## src/bps_cfg.svh

```systemverilog
// bps_cfg.svh: offsets, thresholds, reset values and timing counts
// assumes: included by bare name; all voltages are digitized in millivolts
`ifndef BPS_CFG_SVH
`define BPS_CFG_SVH

// clock and timing
`define BPS_CLK_MHZ        100
`define BPS_RST_MIN_NS     1000
// strictly greater than the minimum, so one cycle more than the rounded count
`define BPS_RST_CYC        ((`BPS_RST_MIN_NS * `BPS_CLK_MHZ) / 1000 + 1)
`define BPS_HICCUP_MS      22
`define BPS_HICCUP_CYC     (`BPS_HICCUP_MS * `BPS_CLK_MHZ * 1000)
`define BPS_SLEW_BASE_CYC  16'h0064

// thermal sense, temperature in tenths of a degree
`define BPS_THERMAL_SENSE_INPUT_OFS_MV    16'h0258
`define BPS_THERMAL_SENSE_INPUT_FAULT_MV  16'h09c4
`define BPS_TEMP_MAX_DC    11'h4ff

// bias supply lockout and pre-bias overvoltage
`define BPS_BIAS_OFF_MV    16'h0fd2
`define BPS_BIAS_ON_MV     16'h109a
`define BPS_PREBIAS_OVP_MV 16'h0abe

// input lockout setting and its turn-on / turn-off levels
`define BPS_UVLO_CFG_RST   2'h1
`define BPS_UVLO0_ON_MV    16'h1194
`define BPS_UVLO0_OFF_MV   16'h0dac
`define BPS_UVLO1_ON_MV    16'h1c52
`define BPS_UVLO1_OFF_MV   16'h186a
`define BPS_UVLO2_ON_MV    16'h2328
`define BPS_UVLO2_OFF_MV   16'h1f40
`define BPS_UVLO3_ON_MV    16'h283c
`define BPS_UVLO3_OFF_MV   16'h2454

`endif

```

## src/bps_pkg.sv

```systemverilog
// bps_pkg.sv: types shared by the protection sequencer files
// assumes: compiled before every other file of the block
package bps_pkg;
  typedef logic [15:0] bps_mv_t;
  typedef enum logic [1:0] {ST_OFF, ST_SOFT, ST_RUN, ST_HICCUP} bps_state_e;
endpackage

```

## src/bps_temp_if.sv

```systemverilog
// bps_temp_if.sv: thermal-sense reading and its derived values
// assumes: one converter and one consumer on the same clock
`timescale 1ns/10ps
interface bps_temp_if;
  bps_pkg::bps_mv_t sense_mv;
  logic [10:0]      temp_dc;
  logic             stage_fault;
  modport conv (input sense_mv, output temp_dc, output stage_fault);
  modport user (output sense_mv, input temp_dc, input stage_fault);
endinterface

```

## src/bps_protect_seq.sv

```systemverilog
// bps_protect_seq.sv: fault detection and protection sequencing
// assumes: analog levels arrive already digitized in mV on this clock;
// enable and the load reset are raw pins and are synchronised here.
`include "bps_cfg.svh"
`timescale 1ns/10ps
module bps_protect_seq #(
  parameter int NPH        = 4,
  parameter int HICCUP_CYC = `BPS_HICCUP_CYC
) (
  input  wire logic             ref_clk_i,
  input  wire logic             resetn_i,
  input  wire logic             enable_i,
  input  wire logic             load_reset_n_i,
  input  wire bps_pkg::bps_mv_t vin_mv_i,
  input  wire bps_pkg::bps_mv_t bias_mv_i,
  input  wire bps_pkg::bps_mv_t vout_mv_i,
  input  wire bps_pkg::bps_mv_t target_mv_i,
  input  wire bps_pkg::bps_mv_t droop_mv_i,
  input  wire bps_pkg::bps_mv_t ready_low_margin_mv_i,
  input  wire bps_pkg::bps_mv_t track_ovp_ofs_mv_i,
  input  wire bps_pkg::bps_mv_t fixed_ovp_mv_i,
  input  wire bps_pkg::bps_mv_t thermal_sense_mv_i,
  input  wire logic             input_lockout_wr_i,
  input  wire logic [1:0]       input_lockout_config_i,
  input  wire logic [7:0]       startup_voltage_i,
  input  wire logic             setpoint_wr_i,
  input  wire logic [7:0]       setpoint_i,
  input  wire logic [2:0]       slew_sel_i,
  input  wire logic [NPH-1:0]   pwm_demand_i,
  output logic      [NPH-1:0]   phase_level_o,
  output logic      [NPH-1:0]   phase_tristate_o,
  output logic                  skip_mode_output_o,
  output logic                  power_good_output_o,
  output logic      [10:0]      stage_temp_output_o,
  output logic                  stage_fault_o,
  output logic      [7:0]       output_setpoint_o,
  output logic      [7:0]       target_voltage_o,
  output logic                  revert_fault_o,
  output logic                  uvp_o,
  output logic                  track_ovp_o,
  output logic                  fixed_ovp_o,
  output logic                  prebias_ovp_o,
  output logic                  converter_on_o,
  output logic      [1:0]       input_lockout_config_o
);

  localparam logic [15:0] RST_CYC = 16'(`BPS_RST_CYC);
  localparam logic [31:0] HIC_CYC = 32'(HICCUP_CYC);

  ////////////////////////////////////////////////////////////////////////////
  // pin synchronisers and temperature conversion

  logic [1:0] pins_s;
  logic       enable_s;
  logic       load_reset_n_s;

  bps_sync #(.W(2)) u_sync (
    .ref_clk_i (ref_clk_i),
    .resetn_i  (resetn_i),
    .d_i       ({enable_i, load_reset_n_i}),
    .q_o       (pins_s)
  );

  assign enable_s       = pins_s[1];
  assign load_reset_n_s = pins_s[0];

  bps_temp_if tif ();
  assign tif.sense_mv = thermal_sense_mv_i;
  bps_temp_conv u_conv (.t(tif.conv));

  always_ff @(posedge ref_clk_i) begin
    if (!resetn_i) begin
      stage_temp_output_o <= 11'h000;
      stage_fault_o       <= 1'b0;
    end else begin
      stage_temp_output_o <= tif.temp_dc;
      stage_fault_o       <= tif.stage_fault;
    end
  end

  ////////////////////////////////////////////////////////////////////////////
  // supply lockouts

  function automatic logic [31:0] uvlo_levels(input logic [1:0] cfg);
    case (cfg)
      2'h0:    uvlo_levels = {`BPS_UVLO0_ON_MV, `BPS_UVLO0_OFF_MV};
      2'h1:    uvlo_levels = {`BPS_UVLO1_ON_MV, `BPS_UVLO1_OFF_MV};
      2'h2:    uvlo_levels = {`BPS_UVLO2_ON_MV, `BPS_UVLO2_OFF_MV};
      default: uvlo_levels = {`BPS_UVLO3_ON_MV, `BPS_UVLO3_OFF_MV};
    endcase
  endfunction

  logic [31:0] uvlo_lv;
  logic        vin_ok_r;
  logic        bias_ok_r;
  logic        allowed;

  assign uvlo_lv = uvlo_levels(input_lockout_config_o);
  assign allowed = vin_ok_r && bias_ok_r && enable_s;

  always_ff @(posedge ref_clk_i) begin
    if (!resetn_i) begin
      input_lockout_config_o <= `BPS_UVLO_CFG_RST;
    end else if (input_lockout_wr_i) begin
      input_lockout_config_o <= input_lockout_config_i;
    end
  end

  // hysteresis: between the two levels the previous verdict is kept
  always_ff @(posedge ref_clk_i) begin
    if (!resetn_i) begin
      vin_ok_r  <= 1'b0;
      bias_ok_r <= 1'b0;
    end else begin
      if (vin_mv_i < uvlo_lv[15:0]) begin
        vin_ok_r <= 1'b0;
      end else if (vin_mv_i > uvlo_lv[31:16]) begin
        vin_ok_r <= 1'b1;
      end
      if (bias_mv_i < `BPS_BIAS_OFF_MV) begin
        bias_ok_r <= 1'b0;
      end else if (bias_mv_i > `BPS_BIAS_ON_MV) begin
        bias_ok_r <= 1'b1;
      end
    end
  end

  ////////////////////////////////////////////////////////////////////////////
  // load reset: revert to the boot voltage

  logic [15:0] rst_cnt_r;
  logic        revert_go;

  assign revert_go = !load_reset_n_s && (rst_cnt_r == RST_CYC - 16'h0001);

  always_ff @(posedge ref_clk_i) begin
    if (!resetn_i) begin
      rst_cnt_r      <= 16'h0000;
      revert_fault_o <= 1'b0;
    end else if (load_reset_n_s) begin
      rst_cnt_r      <= 16'h0000;
      revert_fault_o <= 1'b0;
    end else begin
      if (rst_cnt_r != RST_CYC) begin
        rst_cnt_r <= rst_cnt_r + 16'h0001;
      end
      if (revert_go) begin
        revert_fault_o <= 1'b1;
      end
    end
  end

  ////////////////////////////////////////////////////////////////////////////
  // sequencing state

  bps_pkg::bps_state_e st_r;
  logic [31:0]         hic_cnt_r;
  logic                uv_cond;
  logic                ss_start;
  logic [15:0]         uv_floor;

  // a negative floor cannot trip; saturate instead of wrapping
  assign uv_floor = ({1'b0, target_mv_i} > {1'b0, droop_mv_i} + {1'b0, ready_low_margin_mv_i}) ?
                    16'(target_mv_i - droop_mv_i - ready_low_margin_mv_i) : 16'h0000;
  assign uv_cond  = (vout_mv_i < uv_floor);
  assign ss_start = allowed && ((st_r == bps_pkg::ST_OFF) ||
                    (st_r == bps_pkg::ST_HICCUP && hic_cnt_r == HIC_CYC - 32'h1));

  always_ff @(posedge ref_clk_i) begin
    if (!resetn_i) begin
      st_r      <= bps_pkg::ST_OFF;
      hic_cnt_r <= 32'h0;
    end else if (!allowed) begin
      st_r      <= bps_pkg::ST_OFF;
      hic_cnt_r <= 32'h0;
    end else begin
      case (st_r)
        bps_pkg::ST_OFF: begin
          st_r <= bps_pkg::ST_SOFT;
        end
        bps_pkg::ST_SOFT: begin
          if (target_voltage_o == output_setpoint_o) begin
            st_r <= bps_pkg::ST_RUN;
          end
        end
        bps_pkg::ST_RUN: begin
          if (uv_cond) begin
            st_r      <= bps_pkg::ST_HICCUP;
            hic_cnt_r <= 32'h0;
          end
        end
        bps_pkg::ST_HICCUP: begin
          if (ss_start) begin
            st_r <= bps_pkg::ST_SOFT;
          end else begin
            hic_cnt_r <= hic_cnt_r + 32'h1;
          end
        end
        default: begin
          st_r <= bps_pkg::ST_OFF;
        end
      endcase
    end
  end

  ////////////////////////////////////////////////////////////////////////////
  // setpoint and slewed target

  logic [15:0] slew_cnt_r;
  logic        slew_tick;

  assign slew_tick = (slew_cnt_r == 16'({3'h0, slew_sel_i} + 6'h01) * `BPS_SLEW_BASE_CYC);

  // revert wins over a host write in the same cycle
  always_ff @(posedge ref_clk_i) begin
    if (!resetn_i) begin
      output_setpoint_o <= 8'h00;
    end else if (revert_go || ss_start) begin
      output_setpoint_o <= startup_voltage_i;
    end else if (setpoint_wr_i) begin
      output_setpoint_o <= setpoint_i;
    end
  end

  always_ff @(posedge ref_clk_i) begin
    if (!resetn_i) begin
      slew_cnt_r       <= 16'h0000;
      target_voltage_o <= 8'h00;
    end else if (st_r == bps_pkg::ST_OFF) begin
      slew_cnt_r       <= 16'h0000;
      target_voltage_o <= 8'h00;
    end else if (slew_tick) begin
      slew_cnt_r <= 16'h0000;
      if (target_voltage_o < output_setpoint_o) begin
        target_voltage_o <= target_voltage_o + 8'h01;
      end else if (target_voltage_o > output_setpoint_o) begin
        target_voltage_o <= target_voltage_o - 8'h01;
      end
    end else begin
      slew_cnt_r <= slew_cnt_r + 16'h0001;
    end
  end

  ////////////////////////////////////////////////////////////////////////////
  // overvoltage detection

  logic target_moving;
  logic track_cond;
  logic fixed_cond;
  logic prebias_cond;

  assign target_moving = (target_voltage_o != output_setpoint_o);
  assign track_cond    = (st_r == bps_pkg::ST_RUN || st_r == bps_pkg::ST_SOFT) &&
                         !target_moving &&
                         ({1'b0, vout_mv_i} > {1'b0, target_mv_i} + {1'b0, track_ovp_ofs_mv_i});
  assign fixed_cond    = bias_ok_r && (vout_mv_i > fixed_ovp_mv_i);
  assign prebias_cond  = !enable_s && (vout_mv_i > `BPS_PREBIAS_OVP_MV);

  // fixed and pre-bias latches: a new event wins over the clearing condition; tracking ovp follows its condition
  always_ff @(posedge ref_clk_i) begin
    if (!resetn_i) begin
      track_ovp_o   <= 1'b0;
      fixed_ovp_o   <= 1'b0;
      prebias_ovp_o <= 1'b0;
    end else begin
      track_ovp_o <= track_cond;
      if (fixed_cond) begin
        fixed_ovp_o <= 1'b1;
      end else if (!enable_s || !bias_ok_r) begin
        fixed_ovp_o <= 1'b0;
      end
      if (prebias_cond) begin
        prebias_ovp_o <= 1'b1;
      end else if (!bias_ok_r) begin
        prebias_ovp_o <= 1'b0;
      end
    end
  end

  ////////////////////////////////////////////////////////////////////////////
  // phase drive, skip, power good

  logic force_low;
  logic all_off;

  assign force_low = track_cond || fixed_cond || prebias_cond ||
                     track_ovp_o || fixed_ovp_o || prebias_ovp_o;
  assign all_off   = (st_r == bps_pkg::ST_OFF) || (st_r == bps_pkg::ST_HICCUP) ||
                     (st_r == bps_pkg::ST_RUN && uv_cond) || tif.stage_fault;

  // low side on beats all-off: it discharges an overvoltage
  always_ff @(posedge ref_clk_i) begin
    if (!resetn_i) begin
      phase_level_o    <= '0;
      phase_tristate_o <= '1;
    end else if (force_low) begin
      phase_level_o    <= '0;
      phase_tristate_o <= '0;
    end else if (all_off) begin
      phase_level_o    <= '0;
      phase_tristate_o <= '1;
    end else begin
      phase_level_o    <= pwm_demand_i;
      phase_tristate_o <= '0;
    end
  end

  always_ff @(posedge ref_clk_i) begin
    if (!resetn_i) begin
      skip_mode_output_o  <= 1'b1;
      power_good_output_o <= 1'b0;
      uvp_o               <= 1'b0;
      converter_on_o      <= 1'b0;
    end else begin
      skip_mode_output_o  <= !(st_r == bps_pkg::ST_SOFT || ss_start);
      power_good_output_o <= (st_r == bps_pkg::ST_RUN) && !uv_cond && !force_low;
      uvp_o               <= (st_r == bps_pkg::ST_HICCUP);
      converter_on_o      <= allowed;
    end
  end
endmodule

```

## src/bps_sync.sv

```systemverilog
// bps_sync.sv: two-flop synchroniser for pin levels
// assumes: inputs are slow levels from outside the clock domain
`timescale 1ns/10ps
module bps_sync #(
  parameter int W = 1
) (
  input  wire logic         ref_clk_i,
  input  wire logic         resetn_i,
  input  wire logic [W-1:0] d_i,
  output logic      [W-1:0] q_o
);
  logic [W-1:0] meta_r;

  // first stage feeds only the second stage
  always_ff @(posedge ref_clk_i) begin
    if (!resetn_i) begin
      meta_r <= '0;
      q_o    <= '0;
    end else begin
      meta_r <= d_i;
      q_o    <= meta_r;
    end
  end
endmodule

```

## src/bps_temp_conv.sv

```systemverilog
// bps_temp_conv.sv: thermal-sense voltage to temperature, and stage fault
// assumes: sense voltage in millivolts, result in tenths of a degree
`include "bps_cfg.svh"
`timescale 1ns/10ps
module bps_temp_conv (
  bps_temp_if.conv t
);
  logic [15:0] above_ofs;
  logic [19:0] scaled;

  // (v - 0.6) / 0.008 degrees is (mv - 600) * 5 / 4 tenths
  always_comb begin
    above_ofs = (t.sense_mv > `BPS_THERMAL_SENSE_INPUT_OFS_MV) ? t.sense_mv - `BPS_THERMAL_SENSE_INPUT_OFS_MV : 16'h0000;
    scaled    = ({4'h0, above_ofs} * 20'h00005) >> 2;
    if (scaled > {9'h000, `BPS_TEMP_MAX_DC}) begin
      t.temp_dc = `BPS_TEMP_MAX_DC;
    end else begin
      t.temp_dc = scaled[10:0];
    end
    t.stage_fault = (t.sense_mv > `BPS_THERMAL_SENSE_INPUT_FAULT_MV);
  end
endmodule

```

## config.mk

```make
export PLATFORM = sky130hd
export DESIGN_NAME = bps_protect_seq
export DESIGN_NICKNAME = d
export VERILOG_FILES = /design/src/bps_pkg.sv /design/src/bps_temp_if.sv /design/src/bps_protect_seq.sv /design/src/bps_sync.sv /design/src/bps_temp_conv.sv
export VERILOG_INCLUDE_DIRS = /design/src
export SDC_FILE = /design/constraint.sdc
export NUM_CORES = 1
export LEC_CHECK = 0
export BUFFER_PORTS_ARGS = -buffer_cell sky130_fd_sc_hd__buf_2
export CORE_ASPECT_RATIO = 1.75
export CORE_MARGIN = 2
export CORE_UTILIZATION = 63
export CTS_BUF_LIST = sky130_fd_sc_hd__clkbuf_8
export CTS_CLUSTER_SIZE = 40
export DETAILED_ROUTE_END_ITERATION = 10
export PLACE_DENSITY = 0.89
export SETUP_SLACK_MARGIN = 0.4
export SYNTH_ARGS = -nofsm -noshare
export SYNTH_HDL_FRONTEND = slang
export SYNTH_HIERARCHICAL = 1
export SYNTH_SLANG_ARGS = --single-unit
```

## constraint.sdc

```tcl
create_clock -name ref_clk_i -period 12.7 [get_ports ref_clk_i]
set_clock_uncertainty 0.15 [all_clocks]
set_input_delay 0 -clock ref_clk_i [delete_from_list [all_inputs] [get_ports ref_clk_i]]
set_output_delay 0 -clock ref_clk_i [all_outputs]
set_load 0.02 [all_outputs]
```

==> results by group <==
Route
  • Vias per cell: 6.226
  • Post-Route WL: 33860 um
  • Wire per inst: 17.22 um
  • Routed Antenna Nets: 0
  • 1st-iter DRT viols: 622
  • DRC: 0
  • Via count: 12240
  • Drt first pass iters: 5

Critical path
  • Crit path required time: between 10000 and 15000 ps
  • Critical path endpoint category: register
  • CP max FO: 30
  • WS Path Type: in -> reg
  • Worst Setup Start Kind: primary input
  • CP arrival: ~6500 ps

GRT
  • Initial antenna violation count: 1
  • GR Util All Layers: 33.17%
  • Vias in the first global route: between 10000 and 15000
  • First-pass GRT wire length: 54390 um
  • Largest net degree at the start of global routing: 37
  • Grt ovf: 0

Final layout
  • Final Util: between 70% and 80%
  • Share of cells above drive strength 1: 16.33%
  • Final nets: approximately 2100
  • Area Overhead vs Synth: 17.26%
  • Post-route cell area: around 14000 um2
  • Finished Layout Cells: around 2000

STA
  • F_max: roughly 160 MHz
  • Max-slew violation count: 0
  • Worst hold slack: 19.44 ps
  • Worst slew pin tran: ~1200 ps
  • Relative slew slack: 16.53%
  • Final Hold Viols: 0
  • Finish-stage setup viols: 0
  • RSZ-0062 raised after global routing: no
  • Post-route clock period utilization: 50.01%
  • Final worst path period need: 6351 ps
  • Final TNS setup: 0 ps

Die
  • IO Count: 221
  • Row count: 66
  • Die width: 107.9 um
  • Initial Utilization: 64.07%
  • Die ar.: 20060 um2
  • Die Span Y: 185.9 um
  • Placeable Area: 18580 um2

Hold path
  • Worst hold path class: in -> reg

Placement
  • Placed Instances: about 1900
  • Post-DP HPWL: 26360 um
  • I/O Buffers: 220
  • Placed instance area: between 10000 and 15000 um2
  • RePlAce Congestion: around 0.95

Clock network
  • Clock buffer depth: 2
  • CTS H-Tree Depth: 4
  • Setup Fix Bufs, Post-CTS: 0
  • Root buffer cell: clkbuf_8
  • TritonCTS clock tree: yes
  • CTS buffer count: 17
  • Clock-pin slew on the worst setup and hold paths: 70 ps
  • CTS Sinks: about 120
  • Clock latency on the worst-skew pair: 440 ps

Yosys
  • Post-synthesis async set-or-reset flop share: 0%
  • Main synth FF type: dfxtp_1
  • Synthesized area per cell: 8.077 um2
  • Post-Syn Nets: 1876
  • Synth Instances: 1474
  • Unique cell type count in the Yosys netlist: 76
  • #FFs+latches synth: 115
  • Mapped cell area: roughly 12000 um2
  • Sequential fraction of the synthesis area: 19.34%
  • Yosys warns: 6
  • EDFF count, synth: 0

Status
  • Outcome: finished, final reports clean

Power and ir drop
  • Leak pwr: 0.006415 uW
  • Ratio of total power to cell area: 90.87 nW/um2
  • Maximum vdd drop: ~0.000090 V

Run
  • Maximum capacitance violations: 0
-- path summary, 6_finish.rpt --
path / startpoint / to / slack (ps) / depth (start not counted)
setup / recovery: droop_mv_i[1] / hic_cnt_r[14]$_SDFFE_PN0P_ / 6350 / 27
hold / removal: thermal_sense_mv_i[0] / stage_temp_output_o[0]$_SDFF_PN0_ / 20 / 6
setup reg to reg: target_voltage_o[1]$_SDFFE_PP0P_ / target_voltage_o[7]$_SDFFE_PP0P_ / 8380 / 15
hold reg to reg: u_sync/meta_r[1]$_SDFF_PN0_ / u_sync/q_o[1]$_SDFF_PN0_ / 300 / 1
-- cell families (layout without fill, tap and decap cells) --
kind of cell               after synthesis  after routing  synth area share [%]
adders and majority gates              227            227                 25.06
AOI/OAI and AO/OA                      362            362                 20.79
xor gates and xnor gates                99             99                 7.283
DFF                                    115            115                 19.34
and+or+nand+nor                        514            514                 21.67
other                                    0              1                     0
muxes                                   11             11                0.9249
buffers and inverters                  146            399                 4.939
-- stage by stage --
stage          power [uW]  setup WS (ps)
5_1_grt              1344           5958
3_3_place_gp        875.3           6419
2_1_floorplan       758.0           7223
4_1_cts              1257           6462
6_report             1269           6349
3_5_place_dp        893.2           6166
-- cells in the final DEF, fill, tap and decap left out, types with 17 or more instances in the layout --
master / instances
a21o_1: 27
a21oi_1: 75
buf_2: 220
and2_1: 32
nor2_1: 145
inv_1: 105
clkbuf_8: 20
o311ai_0: 30
dlygate4sd3_1: 42
nor2b_1: 17
and3_1: 20
o211ai_1: 26
fa_1: 19
nand3_1: 48
ha_1: 208
a31oi_1: 19
nand4_1: 47
nor3_1: 40
nand2b_1: 18
dfxtp_1: 115
o21ai_0: 70
nand2_1: 92
xnor2_1: 48
xor2_1: 51
-- cell type report --
| type | instances | area, um2 |
|---|---|---|
| tap | 238 | 297.8 |
| clock buffer | 20 | 275.3 |
| inverter | 103 | 386.6 |
| timing repair buffer | 265 | 1544 |
| sequential | 115 | 2302 |
| fill | 1392 | 4621 |
| antenna | 1 | 2.502 |
| multi-input combinational | 1213 | 9015 |
| clock inverter | 11 | 136.4 |
-- per-layer routing --
layer  global-route usage [%]  routed length [um]  vias to the layer above
met5                        0                   0                        -
met4                    21.44                2239                        0
met3                    4.972                1659                      165
met2                    63.67               17860                      512
met1                    32.03               12100                     5716
li1                         -                   -                     5848
-- critical path: stages --
cell and delay, ps:
buf_2 130, ha_1 310, a21o_1 220, a211oi_1 380, o21ai_0 200, a31oi_1 280, a21oi_1 150, a21o_1 190
a21oi_1 160, xor2_1 170, ha_1 290, a21oi_1 150, and3_1 180, or3b_2 440, o211ai_1 130, a211oi_1 80
buf_4 200, nand2_1 80, ha_1 240, a211oi_1 230, o21bai_1 110, a211oi_1 230, o21ai_0 140, o21ai_0 330
nand2_1 660, o311ai_0 670, o41ai_1 150
-- report_power, final --
part | internal [uW] | switching (uW) | leakage [uW] | total (uW)
logic | 232 | 306 | 0.00527 | 539
registers | 368 | 5.19 | 0.000935 | 373
clock network | 206 | 151 | 0.000213 | 357
-- Yosys cell counts (all sizes together), types with 27 or more instances --
cell type	count	area share, %
nor3	40	1.7
nand4	47	2.5
clkbuf	30	0.96
and2	32	1.7
o21ai	76	3.3
nand2	93	3.0
inv	103	3.2
a21oi	78	3.4
a21o	27	1.7
o311ai	31	2.3
nand3	48	2.0
ha	208	22
xnor2	48	3.5
dfxtp	115	19
xor2	51	3.8
nor2	146	4.6
-- registers in the layout, summed over array words and instances (netlist names), 2 cells and up --
| name | flops |
|---|---|
| hic_cnt_r | 32 |
| stage_temp_output_o | 11 |
| u_sync/meta_r | 2 |
| output_setpoint_o | 8 |
| phase_level_o | 4 |
| rst_cnt_r | 16 |
| st_r | 2 |
| slew_cnt_r | 16 |
| u_sync/q_o | 2 |
| input_lockout_config_o | 2 |
| target_voltage_o | 8 |
-- timing repair --
| action | 4_1_cts | 5_1_grt |
|---|---|---|
| hold endpoints to repair | 36 | 0 |
| hold buffers | 42 | 0 |
| resized for setup | 0 | 0 |
| endpoints found under the setup margin | 0 | 0 |
No activity file was read; power rests on OpenSTA's default activity.
